[src/rtl/timers_defs.vh]
`ifndef TIMERS_DEFS_VH
`define TIMERS_DEFS_VH

// dual timer register offsets, channel 1 adds the channel stride
`define DT_LOAD_OFS      8'h00
`define DT_VALUE_OFS     8'h04
`define DT_CTRL_OFS      8'h08
`define DT_INTCLR_OFS    8'h0c
`define DT_STATUS_OFS    8'h10
`define DT_CHAN_STRIDE   8'h20

// control field layout
`define DT_CTRL_EN_BIT   0
`define DT_CTRL_MODE_LO  1
`define DT_CTRL_MODE_HI  2

// counter modes
`define MODE_FREE        2'b00
`define MODE_PERIODIC    2'b01
`define MODE_ONESHOT     2'b10

// reset values
`define DT_LOAD_RST      32'hffffffff
`define DT_CTRL_RST      3'h0
`define COUNT_RST        32'h00000000

// sleep clock divider: 2 MHz oscillator over 64
`define SLEEP_DIV        6'd63
`define SLEEP_HALF       6'd31

`endif

[src/rtl/down_counter.v]
`timescale 1ns/10ps
`include "timers_defs.vh"

// one programmable 32-bit down-counter with sticky expiry flag
module down_counter (
  input  wire        core_clk_i,
  input  wire        rst_i,
  input  wire        load_we_i,
  input  wire [31:0] load_val_i,
  input  wire        enable_i,
  input  wire [1:0]  mode_i,
  input  wire        clr_i,
  output reg  [31:0] value_o,
  output reg         flag_o
);

  reg halted;
  wire expire = enable_i & ~halted & (value_o == 32'h00000000);

  // count down, act on expiry per mode
  always @(posedge core_clk_i) begin
    if (rst_i) begin
      value_o <= `COUNT_RST;
      halted  <= 1'b0;
    end else if (load_we_i) begin
      value_o <= load_val_i;
      halted  <= 1'b0;
    end else if (expire) begin
      case (mode_i)
        `MODE_PERIODIC: value_o <= load_val_i;
        `MODE_ONESHOT:  halted  <= 1'b1;
        default:        value_o <= 32'hffffffff;
      endcase
    end else if (enable_i & ~halted) begin
      value_o <= value_o - 32'h00000001;
    end
  end

  // sticky flag, set wins over clear
  always @(posedge core_clk_i) begin
    if (rst_i)
      flag_o <= 1'b0;
    else if (expire)
      flag_o <= 1'b1;
    else if (clr_i)
      flag_o <= 1'b0;
  end

endmodule

[src/rtl/sleep_and_system_timers.v]
`timescale 1ns/10ps
`include "timers_defs.vh"

module sleep_and_system_timers (
  input  wire        core_clk_i,
  input  wire        rst_i,
  // apb slave for the dual timer
  input  wire        psel_i,
  input  wire        penable_i,
  input  wire        pwrite_i,
  input  wire [7:0]  paddr_i,
  input  wire [31:0] pwdata_i,
  output reg  [31:0] prdata_o,
  output reg         pready_o,
  output reg         pslverr_o,
  output reg         dual_irq0_o,
  output reg         dual_irq1_o,
  // general tick timer
  input  wire        gen_enable_i,
  input  wire [31:0] gen_interval_i,
  input  wire        gen_clear_i,
  output reg         tick_irq_o,
  // wake-up timer
  input  wire        osc_2mhz_i,
  input  wire        wake_load_i,
  input  wire [31:0] wake_value_i,
  input  wire        wake_reload_i,
  input  wire        wake_clear_i,
  output reg         wake_irq_o,
  output reg         wake_up_o,
  output reg         sleep_clk_o
);

  // register offset match within a channel window
  function is_reg;
    input [7:0] addr;
    input [7:0] ofs;
    input       chan;
    begin
      is_reg = (addr == (ofs + (chan ? `DT_CHAN_STRIDE : 8'h00)));
    end
  endfunction

  reg  [31:0] load0;
  reg  [31:0] load1;
  reg  [2:0]  ctrl0;
  reg  [2:0]  ctrl1;
  wire [31:0] value0;
  wire [31:0] value1;
  wire        flag0;
  wire        flag1;

  // access phase completes one cycle after it opens
  wire access = psel_i & penable_i & ~pready_o;
  wire wr     = psel_i & penable_i & pready_o & pwrite_i;
  wire ld0_we = wr & is_reg(paddr_i, `DT_LOAD_OFS, 1'b0);
  wire ld1_we = wr & is_reg(paddr_i, `DT_LOAD_OFS, 1'b1);
  wire clr0   = wr & is_reg(paddr_i, `DT_INTCLR_OFS, 1'b0);
  wire clr1   = wr & is_reg(paddr_i, `DT_INTCLR_OFS, 1'b1);

  // apb handshake, read data and error
  always @(posedge core_clk_i) begin
    if (rst_i) begin
      pready_o  <= 1'b0;
      prdata_o  <= 32'h00000000;
      pslverr_o <= 1'b0;
    end else begin
      pready_o  <= access;
      pslverr_o <= 1'b0;
      prdata_o  <= 32'h00000000;
      if (access) begin
        if (is_reg(paddr_i, `DT_LOAD_OFS, 1'b0))
          prdata_o <= load0;
        else if (is_reg(paddr_i, `DT_VALUE_OFS, 1'b0))
          prdata_o <= value0;
        else if (is_reg(paddr_i, `DT_CTRL_OFS, 1'b0))
          prdata_o <= {29'h0, ctrl0};
        else if (is_reg(paddr_i, `DT_STATUS_OFS, 1'b0))
          prdata_o <= {31'h0, flag0};
        else if (is_reg(paddr_i, `DT_LOAD_OFS, 1'b1))
          prdata_o <= load1;
        else if (is_reg(paddr_i, `DT_VALUE_OFS, 1'b1))
          prdata_o <= value1;
        else if (is_reg(paddr_i, `DT_CTRL_OFS, 1'b1))
          prdata_o <= {29'h0, ctrl1};
        else if (is_reg(paddr_i, `DT_STATUS_OFS, 1'b1))
          prdata_o <= {31'h0, flag1};
        else if (!is_reg(paddr_i, `DT_INTCLR_OFS, 1'b0) &&
                 !is_reg(paddr_i, `DT_INTCLR_OFS, 1'b1))
          pslverr_o <= 1'b1; // unmapped
      end
    end
  end

  // software writable load and control
  always @(posedge core_clk_i) begin
    if (rst_i) begin
      load0 <= `DT_LOAD_RST;
      load1 <= `DT_LOAD_RST;
      ctrl0 <= `DT_CTRL_RST;
      ctrl1 <= `DT_CTRL_RST;
    end else if (wr) begin
      if (ld0_we)
        load0 <= pwdata_i;
      if (ld1_we)
        load1 <= pwdata_i;
      if (is_reg(paddr_i, `DT_CTRL_OFS, 1'b0))
        ctrl0 <= pwdata_i[2:0];
      if (is_reg(paddr_i, `DT_CTRL_OFS, 1'b1))
        ctrl1 <= pwdata_i[2:0];
    end
  end

  // two independent channels
  down_counter u_chan0 (
    .core_clk_i (core_clk_i),
    .rst_i      (rst_i),
    .load_we_i  (ld0_we),
    .load_val_i (ld0_we ? pwdata_i : load0),
    .enable_i   (ctrl0[`DT_CTRL_EN_BIT]),
    .mode_i     (ctrl0[`DT_CTRL_MODE_HI:`DT_CTRL_MODE_LO]),
    .clr_i      (clr0),
    .value_o    (value0),
    .flag_o     (flag0)
  );

  down_counter u_chan1 (
    .core_clk_i (core_clk_i),
    .rst_i      (rst_i),
    .load_we_i  (ld1_we),
    .load_val_i (ld1_we ? pwdata_i : load1),
    .enable_i   (ctrl1[`DT_CTRL_EN_BIT]),
    .mode_i     (ctrl1[`DT_CTRL_MODE_HI:`DT_CTRL_MODE_LO]),
    .clr_i      (clr1),
    .value_o    (value1),
    .flag_o     (flag1)
  );

  // interrupt outputs from flops
  always @(posedge core_clk_i) begin
    if (rst_i) begin
      dual_irq0_o <= 1'b0;
      dual_irq1_o <= 1'b0;
    end else begin
      dual_irq0_o <= flag0;
      dual_irq1_o <= flag1;
    end
  end

  // general tick timer
  reg [31:0] gen_count;
  wire       gen_hit = gen_enable_i & (gen_count >= gen_interval_i);

  always @(posedge core_clk_i) begin
    if (rst_i) begin
      gen_count  <= `COUNT_RST;
      tick_irq_o <= 1'b0;
    end else begin
      if (!gen_enable_i || gen_hit)
        gen_count <= `COUNT_RST;
      else
        gen_count <= gen_count + 32'h00000001;
      if (gen_hit)
        tick_irq_o <= 1'b1;
      else if (gen_clear_i)
        tick_irq_o <= 1'b0;
    end
  end

  // oscillator synchroniser and rising edge
  reg osc_s1;
  reg osc_s2;
  reg osc_s3;
  wire osc_rise = osc_s2 & ~osc_s3;

  always @(posedge core_clk_i) begin
    if (rst_i) begin
      osc_s1 <= 1'b0;
      osc_s2 <= 1'b0;
      osc_s3 <= 1'b0;
    end else begin
      osc_s1 <= osc_2mhz_i;
      osc_s2 <= osc_s1;
      osc_s3 <= osc_s2;
    end
  end

  // divide by 64 into the sleep clock and its tick
  reg [5:0] div;
  wire      sleep_tick = osc_rise & (div == `SLEEP_DIV);

  always @(posedge core_clk_i) begin
    if (rst_i) begin
      div         <= 6'd0;
      sleep_clk_o <= 1'b0;
    end else if (osc_rise) begin
      div         <= div + 6'd1;
      sleep_clk_o <= (div >= `SLEEP_HALF) & (div != `SLEEP_DIV);
    end
  end

  // wake-up timer paced by the sleep tick
  reg [31:0] wake_count;
  reg [31:0] wake_reload_val;
  reg        wake_run;
  wire       wake_exp = wake_run & sleep_tick & (wake_count == 32'h00000001);

  always @(posedge core_clk_i) begin
    if (rst_i) begin
      wake_count      <= `COUNT_RST;
      wake_reload_val <= `COUNT_RST;
      wake_run        <= 1'b0;
    end else if (wake_load_i) begin
      wake_count      <= wake_value_i;
      wake_reload_val <= wake_value_i;
      wake_run        <= (wake_value_i != 32'h00000000);
    end else if (wake_exp) begin
      if (wake_reload_i)
        wake_count <= wake_reload_val;
      else begin
        wake_count <= 32'h00000000;
        wake_run   <= 1'b0;
      end
    end else if (wake_run & sleep_tick) begin
      wake_count <= wake_count - 32'h00000001;
    end
  end

  // sticky interrupt and wake-up, set wins over clear
  always @(posedge core_clk_i) begin
    if (rst_i) begin
      wake_irq_o <= 1'b0;
      wake_up_o  <= 1'b0;
    end else if (wake_exp) begin
      wake_irq_o <= 1'b1;
      wake_up_o  <= 1'b1;
    end else if (wake_clear_i) begin
      wake_irq_o <= 1'b0;
      wake_up_o  <= 1'b0;
    end
  end

endmodule

[config.mk]
export PLATFORM = sky130hd
export DESIGN_NAME = sleep_and_system_timers
export DESIGN_NICKNAME = d
export VERILOG_FILES = /design/src/rtl/down_counter.v /design/src/rtl/sleep_and_system_timers.v
export VERILOG_INCLUDE_DIRS = /design/src /design/src/rtl
export SDC_FILE = /design/constraint.sdc
export NUM_CORES = 1
export LEC_CHECK = 0
export BUFFER_PORTS_ARGS = -buffer_cell sky130_fd_sc_hd__buf_2
export CAP_MARGIN = 15
export CORE_MARGIN = 4
export CORE_UTILIZATION = 35
export CTS_BUF_LIST = sky130_fd_sc_hd__clkbuf_16
export CTS_CLUSTER_SIZE = 30
export DETAILED_ROUTE_END_ITERATION = 10
export GPL_ROUTABILITY_DRIVEN = 0
export GPL_TIMING_DRIVEN = 0
export PLACE_DENSITY = 0.61
export SYNTH_ARGS = -nofsm -noshare
export SYNTH_HDL_FRONTEND = slang
export SYNTH_SLANG_ARGS = --single-unit
export TNS_END_PERCENT = 10
[constraint.sdc]
create_clock -name core_clk_i -period 2.71 [get_ports core_clk_i]
set_input_delay 0.1355 -clock core_clk_i [delete_from_list [all_inputs] [get_ports core_clk_i]]
set_output_delay 0.1355 -clock core_clk_i [all_outputs]
set_load 0.03 [all_outputs]
* After elaboration in Yosys (flattened, before gate mapping)
Cells that the tools add are included.
** Word-level totals
- Flip-flop bits (word level) :: 283
- Output and inout port bits :: 40
- Logic and storage cells :: 138
** Operators by class
- $add $sub $neg :: 5
- Order comparisons :: 2
- Eq/ne operators :: 19
- Muxes and demuxes :: 34
- Bitwise operators :: 23
- Reductions and logical operators :: 29
** Operators with widths (count)
- 32-bit 2-to-1 mux :: 18
- 32-bit one-hot mux with 2 select lines :: 2
- 32-bit by 1-bit subtractor with 32-bit output, second input constant :: 3
- 32-bit zero test :: 2
- 8-bit by 6-bit equality test with 1-bit output, second input constant :: 5
- 32-bit by 1-bit adder with 32-bit output, second input constant :: 1
- 32-bit by 1-bit equality test with 1-bit output, second input constant :: 1
- 32-bit >= comparator :: 1
- 32-bit nonzero test :: 1
- 1-bit AND :: 18
- 8-bit by 4-bit equality test with 1-bit output, second input constant :: 2
- 2-bit AND reduction :: 7
- 1-bit 2-to-1 mux :: 13
- 2-bit nonzero test :: 5
- 10-bit OR reduction :: 1
- 3-bit nonzero test :: 3
- 8-bit by 3-bit equality test with 1-bit output, second input constant :: 1
- 8-bit by 5-bit equality test with 1-bit output, second input constant :: 1
- 8-bit zero test :: 1
- 2-bit OR reduction :: 4
- 6-bit by 1-bit adder with 6-bit output, second input constant :: 1
- 6-bit equality test, second input constant :: 1
- 6-bit by 5-bit >= comparator with 1-bit output, second input constant :: 1
- 3-bit != test, second input constant :: 2
- other kinds (9) :: 17

* Logic depth before layout (Yosys ltp)
- Word-level depth :: 9
- Gate-level depth with buffers :: 11

* Hierarchy
From an unflattened synthesis, not the netlist that was laid out.
** Second synthesis, totals
- Cells, all modules :: 1810
- Area, all modules :: 15412.3 um^2
** Modules (own cells, without submodules)
- sleep_and_system_timers :: instances 1, cells an instance 1194, area an instance 10610.2 um^2
- down_counter :: instances 2, cells an instance 308, area an instance 2401.1 um^2

* Least setup slack after synthesis
OpenSTA, ideal clock, no wires.
- Path type :: reg-to-reg
- Start :: register u_chan1.value_o[24]
- End :: register u_chan1.value_o[24]
- Library setup time :: 0.122 ns
- Arrival time :: 2.668 ns
- Required time :: 2.588 ns
- Slack :: -0.080 ns
- Stages on the path, launching flop included :: 10
- Path buffers :: 3
- Cells stage by stage :: dfxtp_1 or4_4 or4_1 buf_2 or4b_1 buf_2 o21ai_4 buf_6 a21oi_1 o311a_1
** On the way
- Word-level cells in the longest chain between the ends :: 4
- Elaborated cells on any way between the ends :: 9
** RTL lines
- start, declared :: line down_counter.v:13 : output reg [31:0] value_o,
- start signal, assigned :: line down_counter.v:23 : value_o <= `COUNT_RST;
- start signal, assigned :: line down_counter.v:26 : value_o <= load_val_i;
- start signal, assigned :: line down_counter.v:30 : `MODE_PERIODIC: value_o <= load_val_i;
- 32-bit by 1-bit subtractor with 32-bit output / 32-bit zero test (equally long branches) :: line down_counter.v:35, down_counter.v:18
- 32-bit 2-to-1 mux / 1-bit AND (equally long branches) :: line down_counter.v:34, down_counter.v:18
- 32-bit 2-to-1 mux, or another cell as far along :: line down_counter.v:28 : end else if (expire) begin
- 32-bit 2-to-1 mux / 2-bit AND reduction (equally long branches)
Several ways; a longest one is shown, not always the timed one. The select of a mux whose other input is x is not followed.
A chain may end at the register's enable or synchronous reset.

* Worst setup path after layout
- Start :: register pready_o
- End :: register load0[27]
** On the way
- Word-level cells in the longest chain between the ends :: 4
** RTL lines
- start, declared :: line sleep_and_system_timers.v:14 : output reg pready_o,
- start signal, assigned :: line sleep_and_system_timers.v:68 : pready_o <= access;
- 1-bit AND (*) (2 in a row) :: line sleep_and_system_timers.v:55 : wire wr = psel_i & penable_i & pready_o & pwrite_i;
- 1-bit AND :: line sleep_and_system_timers.v:56 : wire ld0_we = wr & is_reg(paddr_i, `DT_LOAD_OFS, 1'b0);
- 32-bit 2-to-1 mux
- end signal, assigned :: line sleep_and_system_timers.v:98 : load0 <= `DT_LOAD_RST;
- end signal, assigned :: line sleep_and_system_timers.v:104 : load0 <= pwdata_i;
- end, declared :: line sleep_and_system_timers.v:44 : reg [31:0] load0;
Mark *: on every way between the ends. The rest lies on a longest branch, timed or not.

==> metrics <==
first-pass GRT wire length=93200 um; Tmin final=2.83 ns; DR iter-0 viols=2123; failing checks=negative setup slack; Adder-Cell Fraction of Synth Area=3.28%; final setup vio count=45; Max stage delay cell, worst path=clkbuf_1; simple-gate area share of the yosys netlist=23.9%; syn avg cell area=7.99 um2; maximum VDD drop=294 uV; Post-synth EDFFs=0; outcome=finished, violations left; die footprint=0.0470 mm2; Rows=76; vias per std cell=6.06; Synth Register Bits=283; total area of sequential cells=0.00568 mm2; IO Pins=155; Setup crit end kind=flop; f_max=354 MHz; Post-Place Worst Slack=-0.969 ns; initial antenna violation count=1; syn_nets=2066; Final Skew=0.0174 ns; TritonCTS clock tree=done; ratio of cells with drive above 1 in the final layout=16.0%; chip height=217 um; cell family contributing the most delay on the critical path=buffers and inverters; CTS max path bufs=3; worst endpoint required time=3.13 ns; Root Driver=clkbuf_16; multiplexer share of the synthesized area=2.89%; total of max-cap violations=0; Worst-Skew Late Latency=0.53 ns; Final ANT Viol Nets=0; setup TNS=-2.12 ns; area fraction of the dominant cell type after synthesis=37.1%; DRC Markers=0; Worst Hold Class=in2reg; # placed instances=2648; final net count=2347; final WL=61900 um; 1st-pass router iterations=6; area of the multi-input gates=0.00930 mm2; startpoint types=flop; unrepaired setup endpoints after global routing=true; Netlist cell types=78; CP cell instances=and4_1, clkbuf_1, nand3_1, clkbuf_2, clkbuf_1, clkbuf_2, a21oi_1, nand2_1; # port buffers=151; dpl hpwl=43900 um; post-synthesis cell area=0.0153 mm2; Area growth syn-to-layout=26.5%; Fill cells=4283; Initial Util=35.4%; count of final hold-check violations=0; Crit path largest cell delay=0.42 ns; Final Slew Violations=0; leak pwr=7.33 nW; Core ar.=0.0431 mm2; vias in the first global route=15970; Primary FF master, synth=dfxtp_1; warnings from Yosys=0; compound-cell area share of the yosys netlist=23.8%; Worst Path Arrival=3.24 ns; number of buffers created by CTS=34; clk sinks=283; final core occ=44.8%; htree depth=2; Worst Path Max Fanout=10; largest family of logic cells by synthesized area=simple AND/OR/NAND/NOR gates; Final Total Pwr=9.46 mW; Via Count=16949; Setup WS post-layout=-0.119 ns; Slew @ Worst Pin=1.06 ns; XOR/XNOR Fraction of Synth Area=3.96%; clock slew at reported path FFs=0.06 ns; die width=217 um; Async S/R FF share, synth=0%; total gr overflow=0; critical setup path kind=reg2reg; Final Cycle Share=104%; Worst slew margin=29.6%; post-synthesis sequential area ratio=37.1%; Post-Syn Instances=1911; main area contributors after synthesis=dfxtp_1, nand2_1, a21oi_1, nor2_1, a22oi_1; WP buf/inv=4; pin count of the biggest net entering global routing=14; Tot GR Track Use=25.0%; PwrDens=490 mW/mm2; final non-filler cell total=2798; cell type with the largest total area after synthesis=dfxtp_1; Routed WL per cell=22.1 um
[what timing repair did]
item                                   CTS  global route
hold buffers                            69             0
setup endpoints to repair              128           135
cloned                                   1             2
endpoints found under the hold margin  145             0
buffers inserted                        12            12
pin swaps                               11            26
gates resized for setup                 86            94
[worst reg2reg max path, cell delays in order (launching register included)]
cell,delay [ns]
dfxtp_1,0.38
and4_1,0.28
clkbuf_1,0.31
nand3_1,0.31
clkbuf_2,0.36
clkbuf_1,0.42
clkbuf_2,0.38
a21oi_1,0.21
nand2_1,0.08
[layer usage]
metal,global-route usage [%],wire [um],up-vias
li1,-,-,7643
met1,34.2,25200,7901
met2,36.5,25700,1167
met3,5.82,7140,238
met4,13.1,3820,0
met5,0,0,-
[power breakdown]
part | internal [mW] | switching [mW] | total (mW)
combinational | 0.312 | 0.492 | 0.804
clock | 2.53 | 1.83 | 4.36
sequential | 4.23 | 0.0686 | 4.30
total | 7.07 | 2.39 | 9.46
[registers in the layout (all words and copies together), names as in the netlist, 3 cells and up]
| register | flops |
|---|---|
| wake_count | 32 |
| load1 | 32 |
| div | 6 |
| gen_count | 32 |
| prdata_o | 32 |
| u_chan0.value_o | 32 |
| ctrl1 | 3 |
| wake_reload_val | 32 |
| u_chan1.value_o | 32 |
| ctrl0 | 3 |
| load0 | 32 |
[metrics by stage]
| step | hold WS (ns) | cell area (um2) |
|---|---|---|
| after CTS | 0.0249 | 18900 |
| after global routing | 0.0420 | 19300 |
| after floorplan | 0.252 | 15300 |
| final | 0.0482 | 19300 |
| after detailed placement | 0.360 | 16800 |
| after global placement | 0.372 | 16800 |
[synth_stat cells, types with 19 or more instances]
cell type	n
a211oi_1	21
a21oi_1	140
a22oi_1	67
a31oi_1	51
and2_1	20
and3_1	19
clkbuf_1	119
dfxtp_1	283
ha_1	40
inv_1	56
mux2i_1	43
nand2_1	217
nand3_1	68
nand4_1	36
nor2_1	162
nor3_1	60
nor4_1	44
o211ai_1	20
o21ai_0	77
or4_1	21
xnor2_1	32
xor2_1	37
[cell usage in the layout, fill, tap and decap left out, types with 10 or more instances in the layout]
cell,netlist,layout
a211o_1,18,18
a211oi_1,21,21
a21oi_1,140,134
a221o_1,13,13
a22oi_1,67,67
a311o_1,12,12
a31oi_1,51,48
and2_1,20,20
and3_1,19,19
buf_2,9,160
buf_4,2,28
clkbuf_1,119,92
clkbuf_16,0,38
clkbuf_2,0,12
dfxtp_1,283,278
dlygate4sd3_1,0,69
ha_1,40,39
inv_1,56,58
mux2i_1,43,43
nand2_1,217,215
nand2b_1,11,10
nand3_1,68,66
nand4_1,36,36
nor2_1,162,157
nor2b_1,18,16
nor3_1,60,55
nor4_1,44,30
o211ai_1,20,20
o21ai_0,77,73
o31a_1,10,10
or3_1,12,12
or4_1,21,16
xnor2_1,32,32
xor2_1,37,37
[logic make-up (layout without fill, tap and decap cells)]
family | after synthesis | after routing
XOR/XNOR | 69 | 69
buffers and inverters | 201 | 501
flip-flops | 283 | 283
adder cells (fa/ha/maj) | 40 | 40
AO/OA/AOI/OAI | 537 | 538
multiplexers | 44 | 44
AND/OR/NAND/NOR | 737 | 737
other | 0 | 1
[worst paths after layout]
| check | start | end | slack (ns) | cells after the start |
|---|---|---|---|---|
| hold / removal | wake_value_i[8] | wake_reload_val[8] | 0.05 | 4 |
| setup reg to reg | pready_o | load0[27] | -0.12 | 8 |
| hold reg to reg | osc_s1 | osc_s2 | 0.46 | 1 |
| setup / recovery | pready_o | load0[27] | -0.12 | 8 |
[layout make-up]
| type | instances | share of cell area [%] |
|---|---|---|
| antenna | 1 | 0.0130 |
| buffer | 141 | 3.41 |
| clock buffer | 37 | 4.80 |
| clock inverter | 19 | 0.544 |
| inverter | 57 | 1.11 |
| multi-input combinational | 1428 | 48.2 |
| sequential | 283 | 29.4 |
| tap | 585 | 3.79 |
| timing repair buffer | 247 | 8.76 |
Power figures use the tool's default switching activity.
